===== src/core/flash_self_program_pkg.sv =====
// Constants, commands and state codes of the flash self-programming block
package flash_self_program_pkg;
    // Clock and programming time
    localparam int CLK_PERIOD_NS = 100;
    localparam int PROG_TIME_MIN_NS = 3_700_000;
    localparam int PROG_TIME_MAX_NS = 4_500_000;
    localparam int PROG_MIN_CYCLES =
        (PROG_TIME_MIN_NS + CLK_PERIOD_NS - 1) / CLK_PERIOD_NS;
    localparam int PROG_MAX_CYCLES = PROG_TIME_MAX_NS / CLK_PERIOD_NS;
    localparam int OP_CNT_W = 17;
    // Arming windows after a control write
    localparam int ARM_STORE_CYCLES = 4;
    localparam int ARM_LOAD_CYCLES = 3;
    localparam logic [2:0] ARM_STORE_CNT = 3'(ARM_STORE_CYCLES);
    localparam logic [2:0] LOAD_MIN_CNT =
        3'(ARM_STORE_CYCLES - ARM_LOAD_CYCLES + 1);
    localparam logic [2:0] ARM_LAST_CNT = 3'h1;
    // Control register layout
    localparam int CTRL_CMD_W = 5;
    localparam int CTRL_IRQ_EN_BIT = 7;
    localparam int CTRL_RWW_BUSY_BIT = 6;
    localparam logic [7:0] CTRL_RESET = 8'h00;
    // Command combinations of the low five control bits
    localparam logic [4:0] CMD_NONE = 5'h00;
    localparam logic [4:0] CMD_LOAD = 5'h01;
    localparam logic [4:0] CMD_ERASE = 5'h03;
    localparam logic [4:0] CMD_WRITE = 5'h05;
    localparam logic [4:0] CMD_LOCK = 5'h09;
    localparam logic [4:0] CMD_RWW = 5'h11;
    // Pointer values of the fuse and lock reads
    localparam logic [15:0] PTR_FUSE_LOW = 16'h0000;
    localparam logic [15:0] PTR_LOCK = 16'h0001;
    localparam logic [15:0] PTR_FUSE_EXT = 16'h0002;
    localparam logic [15:0] PTR_FUSE_HIGH = 16'h0003;
    localparam logic [5:0] LOCK_RSVD_FILL = 6'h3F;
    // Page buffer
    localparam int PAGE_WORDS_DEF = 32;
    localparam logic [15:0] BUF_ERASED = 16'hFFFF;
    // Controller states
    typedef enum logic [2:0] {
        ST_IDLE = 3'h1,
        ST_ARMED = 3'h2,
        ST_BUSY = 3'h4
    } state_t;
endpackage


===== src/core/flash_self_program_ctrl.sv =====
// Flash self-programming controller: arming, page buffer, fuse reads
`timescale 1ns/10ps
`default_nettype none
module flash_self_program_ctrl #(
    parameter int PAGE_WORDS = flash_self_program_pkg::PAGE_WORDS_DEF,
    parameter int PROG_CYCLES = flash_self_program_pkg::PROG_MIN_CYCLES
) (
    // Clock and reset
    input wire logic ref_clk,
    input wire logic reset,
    // Control register write and readback
    input wire logic ctrl_wr,
    input wire logic [7:0] ctrl_wdata,
    output logic [7:0] ctrl_rdata_q,
    // CPU instruction strobes and operands
    input wire logic store_op,
    input wire logic load_op,
    input wire logic [15:0] pointer,
    input wire logic [15:0] data_word_pair,
    input wire logic global_irq_enable,
    // CPU results
    output logic load_special_q,
    output logic [7:0] load_data_q,
    output logic cpu_stall_q,
    output logic ready_irq_q,
    // EEPROM status
    input wire logic eeprom_write_busy,
    input wire logic eeprom_write_start,
    // Fuse and lock cells, one means programmed
    input wire logic [7:0] fuse_low_prog,
    input wire logic [7:0] fuse_high_prog,
    input wire logic [7:0] fuse_ext_prog,
    input wire logic [1:0] lock_prog,
    // Flash array side
    output logic flash_erase_go_q,
    output logic flash_write_go_q,
    output logic lock_write_go_q,
    output logic [14-$clog2(PAGE_WORDS):0] flash_page_q,
    output logic [7:0] lock_wr_data_q,
    output logic [16*PAGE_WORDS-1:0] page_buf_flat
);
    localparam int WB = $clog2(PAGE_WORDS);
    localparam logic [flash_self_program_pkg::OP_CNT_W-1:0] OP_LAST =
        flash_self_program_pkg::OP_CNT_W'(PROG_CYCLES - 1);

    flash_self_program_pkg::state_t state_q;
    logic [4:0] cmd_q;
    logic [2:0] arm_cnt_q;
    logic irq_en_q;
    logic [flash_self_program_pkg::OP_CNT_W-1:0] op_cnt_q;
    logic [15:0] buf_q [PAGE_WORDS];
    logic loaded_any_q;
    logic cmd_valid;
    logic wr_accept;
    logic store_hit;
    logic read_hit;
    logic timed_cmd;
    logic start_op;
    logic op_done;
    logic buf_load;
    logic buf_clear;
    logic [WB-1:0] word_idx;
    logic busy;
    logic armed;

    // Command decode and acceptance terms
    assign busy = state_q == flash_self_program_pkg::ST_BUSY;
    assign armed = state_q == flash_self_program_pkg::ST_ARMED;
    assign cmd_valid = ctrl_wdata[4:0] == flash_self_program_pkg::CMD_LOAD
        || ctrl_wdata[4:0] == flash_self_program_pkg::CMD_ERASE
        || ctrl_wdata[4:0] == flash_self_program_pkg::CMD_WRITE
        || ctrl_wdata[4:0] == flash_self_program_pkg::CMD_LOCK
        || ctrl_wdata[4:0] == flash_self_program_pkg::CMD_RWW;
    assign wr_accept = ctrl_wr && !eeprom_write_busy && !busy
        && !reset;
    assign store_hit = armed && store_op && !eeprom_write_busy
        && !reset;
    assign read_hit = armed && load_op && !eeprom_write_busy && !reset
        && cmd_q == flash_self_program_pkg::CMD_LOCK
        && arm_cnt_q >= flash_self_program_pkg::LOAD_MIN_CNT
        && pointer[15:2] == 14'h0000;
    assign timed_cmd = cmd_q == flash_self_program_pkg::CMD_ERASE
        || cmd_q == flash_self_program_pkg::CMD_WRITE
        || cmd_q == flash_self_program_pkg::CMD_LOCK;
    assign start_op = store_hit && timed_cmd;
    assign op_done = busy && op_cnt_q == '0;
    // Word within page from low pointer bits, bit zero ignored
    assign word_idx = pointer[WB:1];
    assign buf_load = store_hit
        && cmd_q == flash_self_program_pkg::CMD_LOAD;
    assign buf_clear = reset
        || (op_done && cmd_q == flash_self_program_pkg::CMD_WRITE)
        || (wr_accept
            && ctrl_wdata[4:0] == flash_self_program_pkg::CMD_RWW)
        || (eeprom_write_start && loaded_any_q);

    // Sequencer: arming window, command hold, busy; busy ignores reset
    always_ff @(posedge ref_clk) begin
        case (state_q)
            flash_self_program_pkg::ST_BUSY: begin
                if (op_done) begin
                    state_q <= flash_self_program_pkg::ST_IDLE;
                    cmd_q <= flash_self_program_pkg::CMD_NONE;
                end
            end
            flash_self_program_pkg::ST_IDLE,
            flash_self_program_pkg::ST_ARMED: begin
                if (reset) begin
                    state_q <= flash_self_program_pkg::ST_IDLE;
                    cmd_q <= flash_self_program_pkg::CMD_NONE;
                    arm_cnt_q <= 3'h0;
                end else if (wr_accept && cmd_valid) begin
                    state_q <= flash_self_program_pkg::ST_ARMED;
                    cmd_q <= ctrl_wdata[4:0];
                    arm_cnt_q <= flash_self_program_pkg::ARM_STORE_CNT;
                end else if (start_op) begin
                    state_q <= flash_self_program_pkg::ST_BUSY;
                    arm_cnt_q <= 3'h0;
                end else if (armed && (store_hit || read_hit
                    || arm_cnt_q == flash_self_program_pkg::ARM_LAST_CNT))
                begin
                    state_q <= flash_self_program_pkg::ST_IDLE;
                    cmd_q <= flash_self_program_pkg::CMD_NONE;
                    arm_cnt_q <= 3'h0;
                end else if (armed) begin
                    arm_cnt_q <= arm_cnt_q - 3'h1;
                end
            end
            default: begin
                state_q <= flash_self_program_pkg::ST_IDLE;
                cmd_q <= flash_self_program_pkg::CMD_NONE;
                arm_cnt_q <= 3'h0;
            end
        endcase
    end

    // Programming timer, runs through a reset once started
    always_ff @(posedge ref_clk) begin
        if (busy) begin
            if (op_cnt_q != '0) begin
                op_cnt_q <= op_cnt_q - 1'b1;
            end
        end else if (start_op) begin
            op_cnt_q <= OP_LAST;
        end else begin
            op_cnt_q <= '0;
        end
    end

    // CPU stall from the store that starts a timed operation to its end
    always_ff @(posedge ref_clk) begin
        cpu_stall_q <= start_op || (busy && !op_done);
    end

    // Temporary page buffer, one word of flip-flops per slot
    genvar g;
    for (g = 0; g < PAGE_WORDS; g++) begin : g_buf
        always_ff @(posedge ref_clk) begin
            if (buf_clear) begin
                buf_q[g] <= flash_self_program_pkg::BUF_ERASED;
            end else if (buf_load && word_idx == WB'(g)) begin
                buf_q[g] <= data_word_pair;
            end
        end
        assign page_buf_flat[16*g +: 16] = buf_q[g];
    end

    // Tracks whether any word has been loaded since the last clear
    always_ff @(posedge ref_clk) begin
        if (buf_clear) begin
            loaded_any_q <= 1'b0;
        end else if (buf_load) begin
            loaded_any_q <= 1'b1;
        end
    end

    // Fuse and lock read results, cell state inverted
    always_ff @(posedge ref_clk) begin
        if (reset) begin
            load_special_q <= 1'b0;
            load_data_q <= 8'h00;
        end else begin
            load_special_q <= read_hit;
            if (read_hit) begin
                case (pointer)
                    flash_self_program_pkg::PTR_FUSE_LOW:
                        load_data_q <= ~fuse_low_prog;
                    flash_self_program_pkg::PTR_FUSE_EXT:
                        load_data_q <= ~fuse_ext_prog;
                    flash_self_program_pkg::PTR_FUSE_HIGH:
                        load_data_q <= ~fuse_high_prog;
                    default:
                        load_data_q <= {flash_self_program_pkg::LOCK_RSVD_FILL,
                            ~lock_prog};
                endcase
            end
        end
    end

    // Start strobes and latched page toward the flash array
    always_ff @(posedge ref_clk) begin
        if (reset) begin
            flash_erase_go_q <= 1'b0;
            flash_write_go_q <= 1'b0;
            lock_write_go_q <= 1'b0;
        end else begin
            flash_erase_go_q <= start_op
                && cmd_q == flash_self_program_pkg::CMD_ERASE;
            flash_write_go_q <= start_op
                && cmd_q == flash_self_program_pkg::CMD_WRITE;
            lock_write_go_q <= start_op
                && cmd_q == flash_self_program_pkg::CMD_LOCK;
        end
        if (reset && !busy) begin
            flash_page_q <= '0;
            lock_wr_data_q <= 8'h00;
        end else if (start_op) begin
            flash_page_q <= pointer[15:WB+1];
            lock_wr_data_q <= data_word_pair[7:0];
        end
    end

    // Interrupt enable, readback and ready interrupt
    always_ff @(posedge ref_clk) begin
        if (reset) begin
            irq_en_q <= 1'b0;
            ctrl_rdata_q <= flash_self_program_pkg::CTRL_RESET;
            ready_irq_q <= 1'b0;
        end else begin
            if (ctrl_wr) begin
                irq_en_q <=
                    ctrl_wdata[flash_self_program_pkg::CTRL_IRQ_EN_BIT];
            end
            ctrl_rdata_q <= {irq_en_q, 1'b0, 1'b0, cmd_q};
            ready_irq_q <= irq_en_q && global_irq_enable && !cmd_q[0]
                && !busy && !eeprom_write_busy;
        end
    end

    // Checks of the sequencing and result behaviour
    AST_LOAD_STORE: assert property (
        @(posedge ref_clk) disable iff (reset)
        buf_load && !buf_clear |=>
        buf_q[$past(word_idx)] == $past(data_word_pair))
        else $error("page buffer word not stored");
    AST_ARM_TIMEOUT: assert property (
        @(posedge ref_clk) disable iff (reset)
        (wr_accept && cmd_valid) ##1
        (!store_op && !load_op && !ctrl_wr)[*4] |=>
        state_q == flash_self_program_pkg::ST_IDLE && cmd_q == 5'h00)
        else $error("arming window did not expire after four cycles");
    AST_STALL_HOLD: assert property (
        @(posedge ref_clk) disable iff (reset)
        $rose(cpu_stall_q) |-> cpu_stall_q[*8])
        else $error("cpu stall dropped early");
    AST_OP_LEN: assert property (
        @(posedge ref_clk) disable iff (reset)
        (flash_write_go_q || flash_erase_go_q || lock_write_go_q) |->
        op_cnt_q == OP_LAST && cpu_stall_q)
        else $error("programming timer not loaded with full time");
    AST_OP_END: assert property (
        @(posedge ref_clk) disable iff (reset)
        op_done |=> !cpu_stall_q && !cmd_q[0])
        else $error("stall or enable held after operation end");
    AST_WRITE_CLR: assert property (
        @(posedge ref_clk) disable iff (reset)
        op_done && cmd_q == flash_self_program_pkg::CMD_WRITE |=>
        !loaded_any_q && buf_q[0] == 16'hFFFF)
        else $error("buffer not cleared after page write");
    AST_EE_DISCARD: assert property (
        @(posedge ref_clk) disable iff (reset)
        eeprom_write_start && loaded_any_q |=> !loaded_any_q)
        else $error("buffer kept across eeprom write start");
    AST_EE_BLOCK: assert property (
        @(posedge ref_clk) disable iff (reset)
        eeprom_write_busy && state_q == flash_self_program_pkg::ST_IDLE
        |=> state_q == flash_self_program_pkg::ST_IDLE)
        else $error("command accepted during eeprom write");
    AST_BAD_CMD: assert property (
        @(posedge ref_clk) disable iff (reset)
        ctrl_wr && !cmd_valid
        && state_q == flash_self_program_pkg::ST_IDLE
        |=> state_q == flash_self_program_pkg::ST_IDLE)
        else $error("undefined command started an operation");
    AST_FUSE_LOW: assert property (
        @(posedge ref_clk) disable iff (reset)
        read_hit && pointer == 16'h0000 |=> load_special_q
        && load_data_q == ~$past(fuse_low_prog))
        else $error("fuse low byte read wrong");
    AST_FUSE_HIGH: assert property (
        @(posedge ref_clk) disable iff (reset)
        read_hit && pointer == flash_self_program_pkg::PTR_FUSE_HIGH |=>
        load_special_q && load_data_q == ~$past(fuse_high_prog))
        else $error("fuse high byte read wrong");
    AST_FUSE_EXT: assert property (
        @(posedge ref_clk) disable iff (reset)
        read_hit && pointer == flash_self_program_pkg::PTR_FUSE_EXT |=>
        load_special_q && load_data_q == ~$past(fuse_ext_prog))
        else $error("fuse extended byte read wrong");
    AST_LOCK_READ: assert property (
        @(posedge ref_clk) disable iff (reset)
        read_hit && pointer == flash_self_program_pkg::PTR_LOCK |=>
        load_special_q && !cmd_q[0] && load_data_q
        == {flash_self_program_pkg::LOCK_RSVD_FILL, ~$past(lock_prog)})
        else $error("lock bits read wrong or read mode kept");
    AST_LOAD_LATE: assert property (
        @(posedge ref_clk) disable iff (reset)
        armed && load_op && arm_cnt_q == flash_self_program_pkg::ARM_LAST_CNT
        |=> !load_special_q)
        else $error("load answered after the three cycle window");
    AST_RWW_CLEAR: assert property (
        @(posedge ref_clk) disable iff (reset)
        wr_accept && ctrl_wdata[4:0] == flash_self_program_pkg::CMD_RWW |=>
        !loaded_any_q
        && buf_q[0] == flash_self_program_pkg::BUF_ERASED)
        else $error("buffer kept across rww read enable write");
    AST_PAGE_LATCH: assert property (
        @(posedge ref_clk) disable iff (reset)
        start_op |=> flash_page_q == $past(pointer[15:WB+1]))
        else $error("page number not latched at operation start");
    AST_RWW_ZERO: assert property (
        @(posedge ref_clk) disable iff (reset)
        ##1 ctrl_rdata_q[6] == 1'b0)
        else $error("rww busy flag read as one");
    AST_IRQ_QUIET: assert property (
        @(posedge ref_clk) disable iff (reset)
        busy || cmd_q[0] |=> !ready_irq_q)
        else $error("ready interrupt while programming");
    AST_RESET_KEEP: assert property (
        @(posedge ref_clk) disable iff (1'b0)
        reset && busy && op_cnt_q > 1 |=> busy)
        else $error("reset aborted a write in progress");
endmodule
`default_nettype wire


===== config.mk =====
export PLATFORM = sky130hd
export DESIGN_NAME = flash_self_program_ctrl
export DESIGN_NICKNAME = d
export VERILOG_FILES = /design/src/core/flash_self_program_pkg.sv /design/src/core/flash_self_program_ctrl.sv
export SDC_FILE = /design/constraint.sdc
export NUM_CORES = 1
export LEC_CHECK = 0
export BUFFER_PORTS_ARGS = -buffer_cell sky130_fd_sc_hd__clkbuf_2
export CAP_MARGIN = 10
export CORE_AREA = 2 2 244 246
export CTS_CLUSTER_DIAMETER = 60
export DETAILED_ROUTE_END_ITERATION = 16
export DIE_AREA = 0 0 246 248
export PLACE_DENSITY = 0.69
export SETUP_SLACK_MARGIN = 0.3
export SYNTH_ARGS = -nofsm -noshare
export SYNTH_HDL_FRONTEND = slang
export SYNTH_SLANG_ARGS = --single-unit

===== constraint.sdc =====
create_clock -name ref_clk -period 3.7 [get_ports ref_clk]
set_clock_uncertainty 0.15 [all_clocks]
set_input_delay 0.37 -clock ref_clk [delete_from_list [all_inputs] [get_ports ref_clk]]
set_output_delay 0.37 -clock ref_clk [all_outputs]
set_load 0.01 [all_outputs]

==> flow_summary.json <==
{
  "avgRoutedWirePerCell_um": 23.8,
  "final_hold_viol_count": 0,
  "r2r_start": "state_q[0]",
  "worst_pin_slew_ns": 1.00,
  "rrSetupSlack_ns": 0.46,
  "synth_seq_cells": 580,
  "syn_inst": 1600,
  "critPathMaxFanout": 11,
  "diodes": 0,
  "drcViolationCount": 0,
  "place_congestion": 0.876,
  "fillCellCount": 5033,
  "die_w_um": 246,
  "drive_above_1_share": 0.359,
  "wl_mm": 74.0,
  "p_per_area_mw_per_mm2": 485,
  "overflow": 0,
  "synthTopCellsByArea": "edfxtp_1, nand2_1, dfxtp_1",
  "vias_per_cell": 5.11,
  "finalHoldWorstSlack_ns": 0.0363,
  "relSlewSlack": 0.328,
  "dr.pass1.iters": 7,
  "grt_max_degree": 65,
  "ir_drop_uv": 358,
  "setup_tns_ns": 0,
  "grt_pass1_vias": 15300,
  "htree_levels": 2,
  "port_buffers": 621,
  "fmax_mhz": 309,
  "cts_tree": "done",
  "nets": 2367,
  "synthToLayoutAreaGrowth_pct": 29.8,
  "r2r_cells": 5,
  "worstPathRequired_ns": 4.09,
  "rows": 89,
  "syn_area_per_cell_um2": 13.7,
  "drt_iter0_drc": 1349,
  "start_kind": "input pin",
  "synth_cell_types": 50,
  "yosysWarnings": 0,
  "power_uw": 13800,
  "die_y_um": 248,
  "track_usage": 0.234,
  "worst_r2r_endpoint": "buf_q[0][147]",
  "synth_flop_cell": "edfxtp_1",
  "fp.coreArea_mm2": 0.0585,
  "cp-startpoint": "pointer[7]",
  "cts_setup_buffers": 0,
  "total_leakage_power_uw": 0.00873,
  "clock_path_buffers": 3,
  "io_pins": 626,
  "root_buffer": "clkbuf_16",
  "worstPathArrival_ns": 3.63,
  "ant_nets": 0,
  "max_cap_violations": 0,
  "grt_first_pass_wirelength_mm": 103,
  "seq_area_frac_synth": 0.779,
  "start_util": 0.374,
  "cts_sinks": 580,
  "cts-buffers-inserted": 60,
  "slew_viol_final": 0,
  "via_count": 15900,
  "utilization": 0.485,
  "finalCriticalPeriod_ns": 3.24,
  "clk_latency_ns": 0.62,
  "status": "completed",
  "crit_path_end_kind": "register",
  "synth_top_area_share": 0.742,
  "path_clk_slew_ns": 0.06,
  "worst-setup-path-type": "in2reg",
  "min_path_type": "in2reg",
  "die_area_mm2": 0.0610,
  "period_share": 0.875,
  "synthArstFlopShare": 0,
  "dp_hpwl_mm": 51.0,
  "finalSetupViolations": 0,
  "antenna_found_initial": 0,
  "crit_end": "load_data_q[1]",
  "syn_area_mm2": 0.0218,
  "synth_top_cell_by_area": "edfxtp_1",
  "synth-edff-count": 540,
  "rsz0062_at_grt": "true"
}
cells in the final DEF, fill, tap and decap left out, drive strengths merged, types with 4 or more instances in the layout:
cell type and n:
a21oi 23, a31oi 7, and3 5, buf 64, bufinv 5, clkbuf 698, clkinv 20, dfxtp 40
dlygate4sd3 29, edfxtp 540, ha 5, inv 15, mux2i 8, nand2 564, nand2b 5, nand3 5
nand3b 5, nand4 8, nor2 86, nor2b 9, nor3 82, nor4 9, o21ai 46, o31ai 5
or2 8, or3 4, xnor2 9, xor2 7
per-stage QoR:
stage | setup slack [ns] | area (um^2) | cells
after floorplan | 0.297 | 21900 | 1601
after global placement | 0.470 | 26000 | 2970
after detailed placement | 0.365 | 26000 | 2970
after CTS | 0.370 | 28300 | 3111
after global routing | 0.282 | 28300 | 3111
final | 0.461 | 28300 | 3111
worst min-delay path by stage:
stage,startpoint,to,cells after the start
after floorplan,irq_en_q,ready_irq_q,2
after global placement,flash_page_q[1],flash_page_q[1],2
after detailed placement,lock_wr_data_q[0],lock_wr_data_q[0],2
after CTS,fuse_high_prog[5],load_data_q[5],4
after global routing,fuse_high_prog[5],load_data_q[5],4
final,fuse_high_prog[5],load_data_q[5],4
what timing repair did:
item | CTS | global route
hold buffers | 29 | 0
endpoints found under the hold margin | 26 | 0
resized for setup | 0 | 8
setup endpoints to repair | 0 | 156
Yosys cell counts, types with 8 or more instances:
| cell | instances |
|---|---|
| nand2_1 | 564 |
| edfxtp_1 | 540 |
| nor3_1 | 80 |
| nor2_1 | 58 |
| o21ai_0 | 46 |
| clkbuf_1 | 43 |
| dfxtp_1 | 40 |
| nor2_2 | 28 |
| buf_6 | 24 |
| a21oi_1 | 23 |
| buf_2 | 14 |
| nor2b_1 | 9 |
| xnor2_1 | 9 |
| mux2i_1 | 8 |
| nand4_1 | 8 |
| or2_2 | 8 |
per-layer routing:
layer | global-route usage | routed length, um | vias up
met5 | 0 | 0 | -
li1 | - | - | 7014
met2 | 0.396 | 36800 | 893
met4 | 0.0836 | 2650 | 0
met1 | 0.291 | 27800 | 7821
met3 | 0.0576 | 6730 | 155
critical path, cell delays in order:
cell and delay, ns:
dlygate4sd3_1 0.57, clkbuf_2 0.12, nor4_1 0.49, nand4_1 0.29, buf_4 0.26, or2_2 0.27, mux4_2 0.44, dlygate4sd3_1 0.57
a211oi_1 0.23
cells by family after synthesis:
family	Yosys count	share of synthesized area
buffers and inverters	96	0.0261
XOR/XNOR	16	0.00642
flip-flops	580	0.779
AO/OA/AOI/OAI	90	0.0230
multiplexers	9	0.00470
other	1	0.000172
AND/OR/NAND/NOR	802	0.157
adder cells (fa/ha/maj)	6	0.00332
state kept, by name, summed over array words and instances, names as in the netlist:
name and cells:
flash_write_go_q 1, ready_irq_q 1, load_data_q 8, lock_write_go_q 1, flash_erase_go_q 1, irq_en_q 1
cmd_q 5, state_q 3, arm_cnt_q 3, cpu_stall_q 1, load_special_q 1, loaded_any_q 1
op_cnt_q 17, lock_wr_data_q 8, ctrl_rdata_q 6, flash_page_q 10, buf_q 512
power by group:
part	internal [uW]	switching [uW]	total, uW
clock	3420	2600	6020
combinational	137	421	558
sequential	7150	16.4	7170
area by class of cell:
class	count	area [um^2]	share of cell area
multi-input cells	925	4450	0.157
clock buffers	77	1590	0.0559
flip-flops and latches	580	17000	0.600
repair buffers	714	3930	0.139
well taps	773	967	0.0341
inverters	7	26.3	0.000927
clock inverters	35	379	0.0134
No activity file was read; power rests on OpenSTA's default activity.
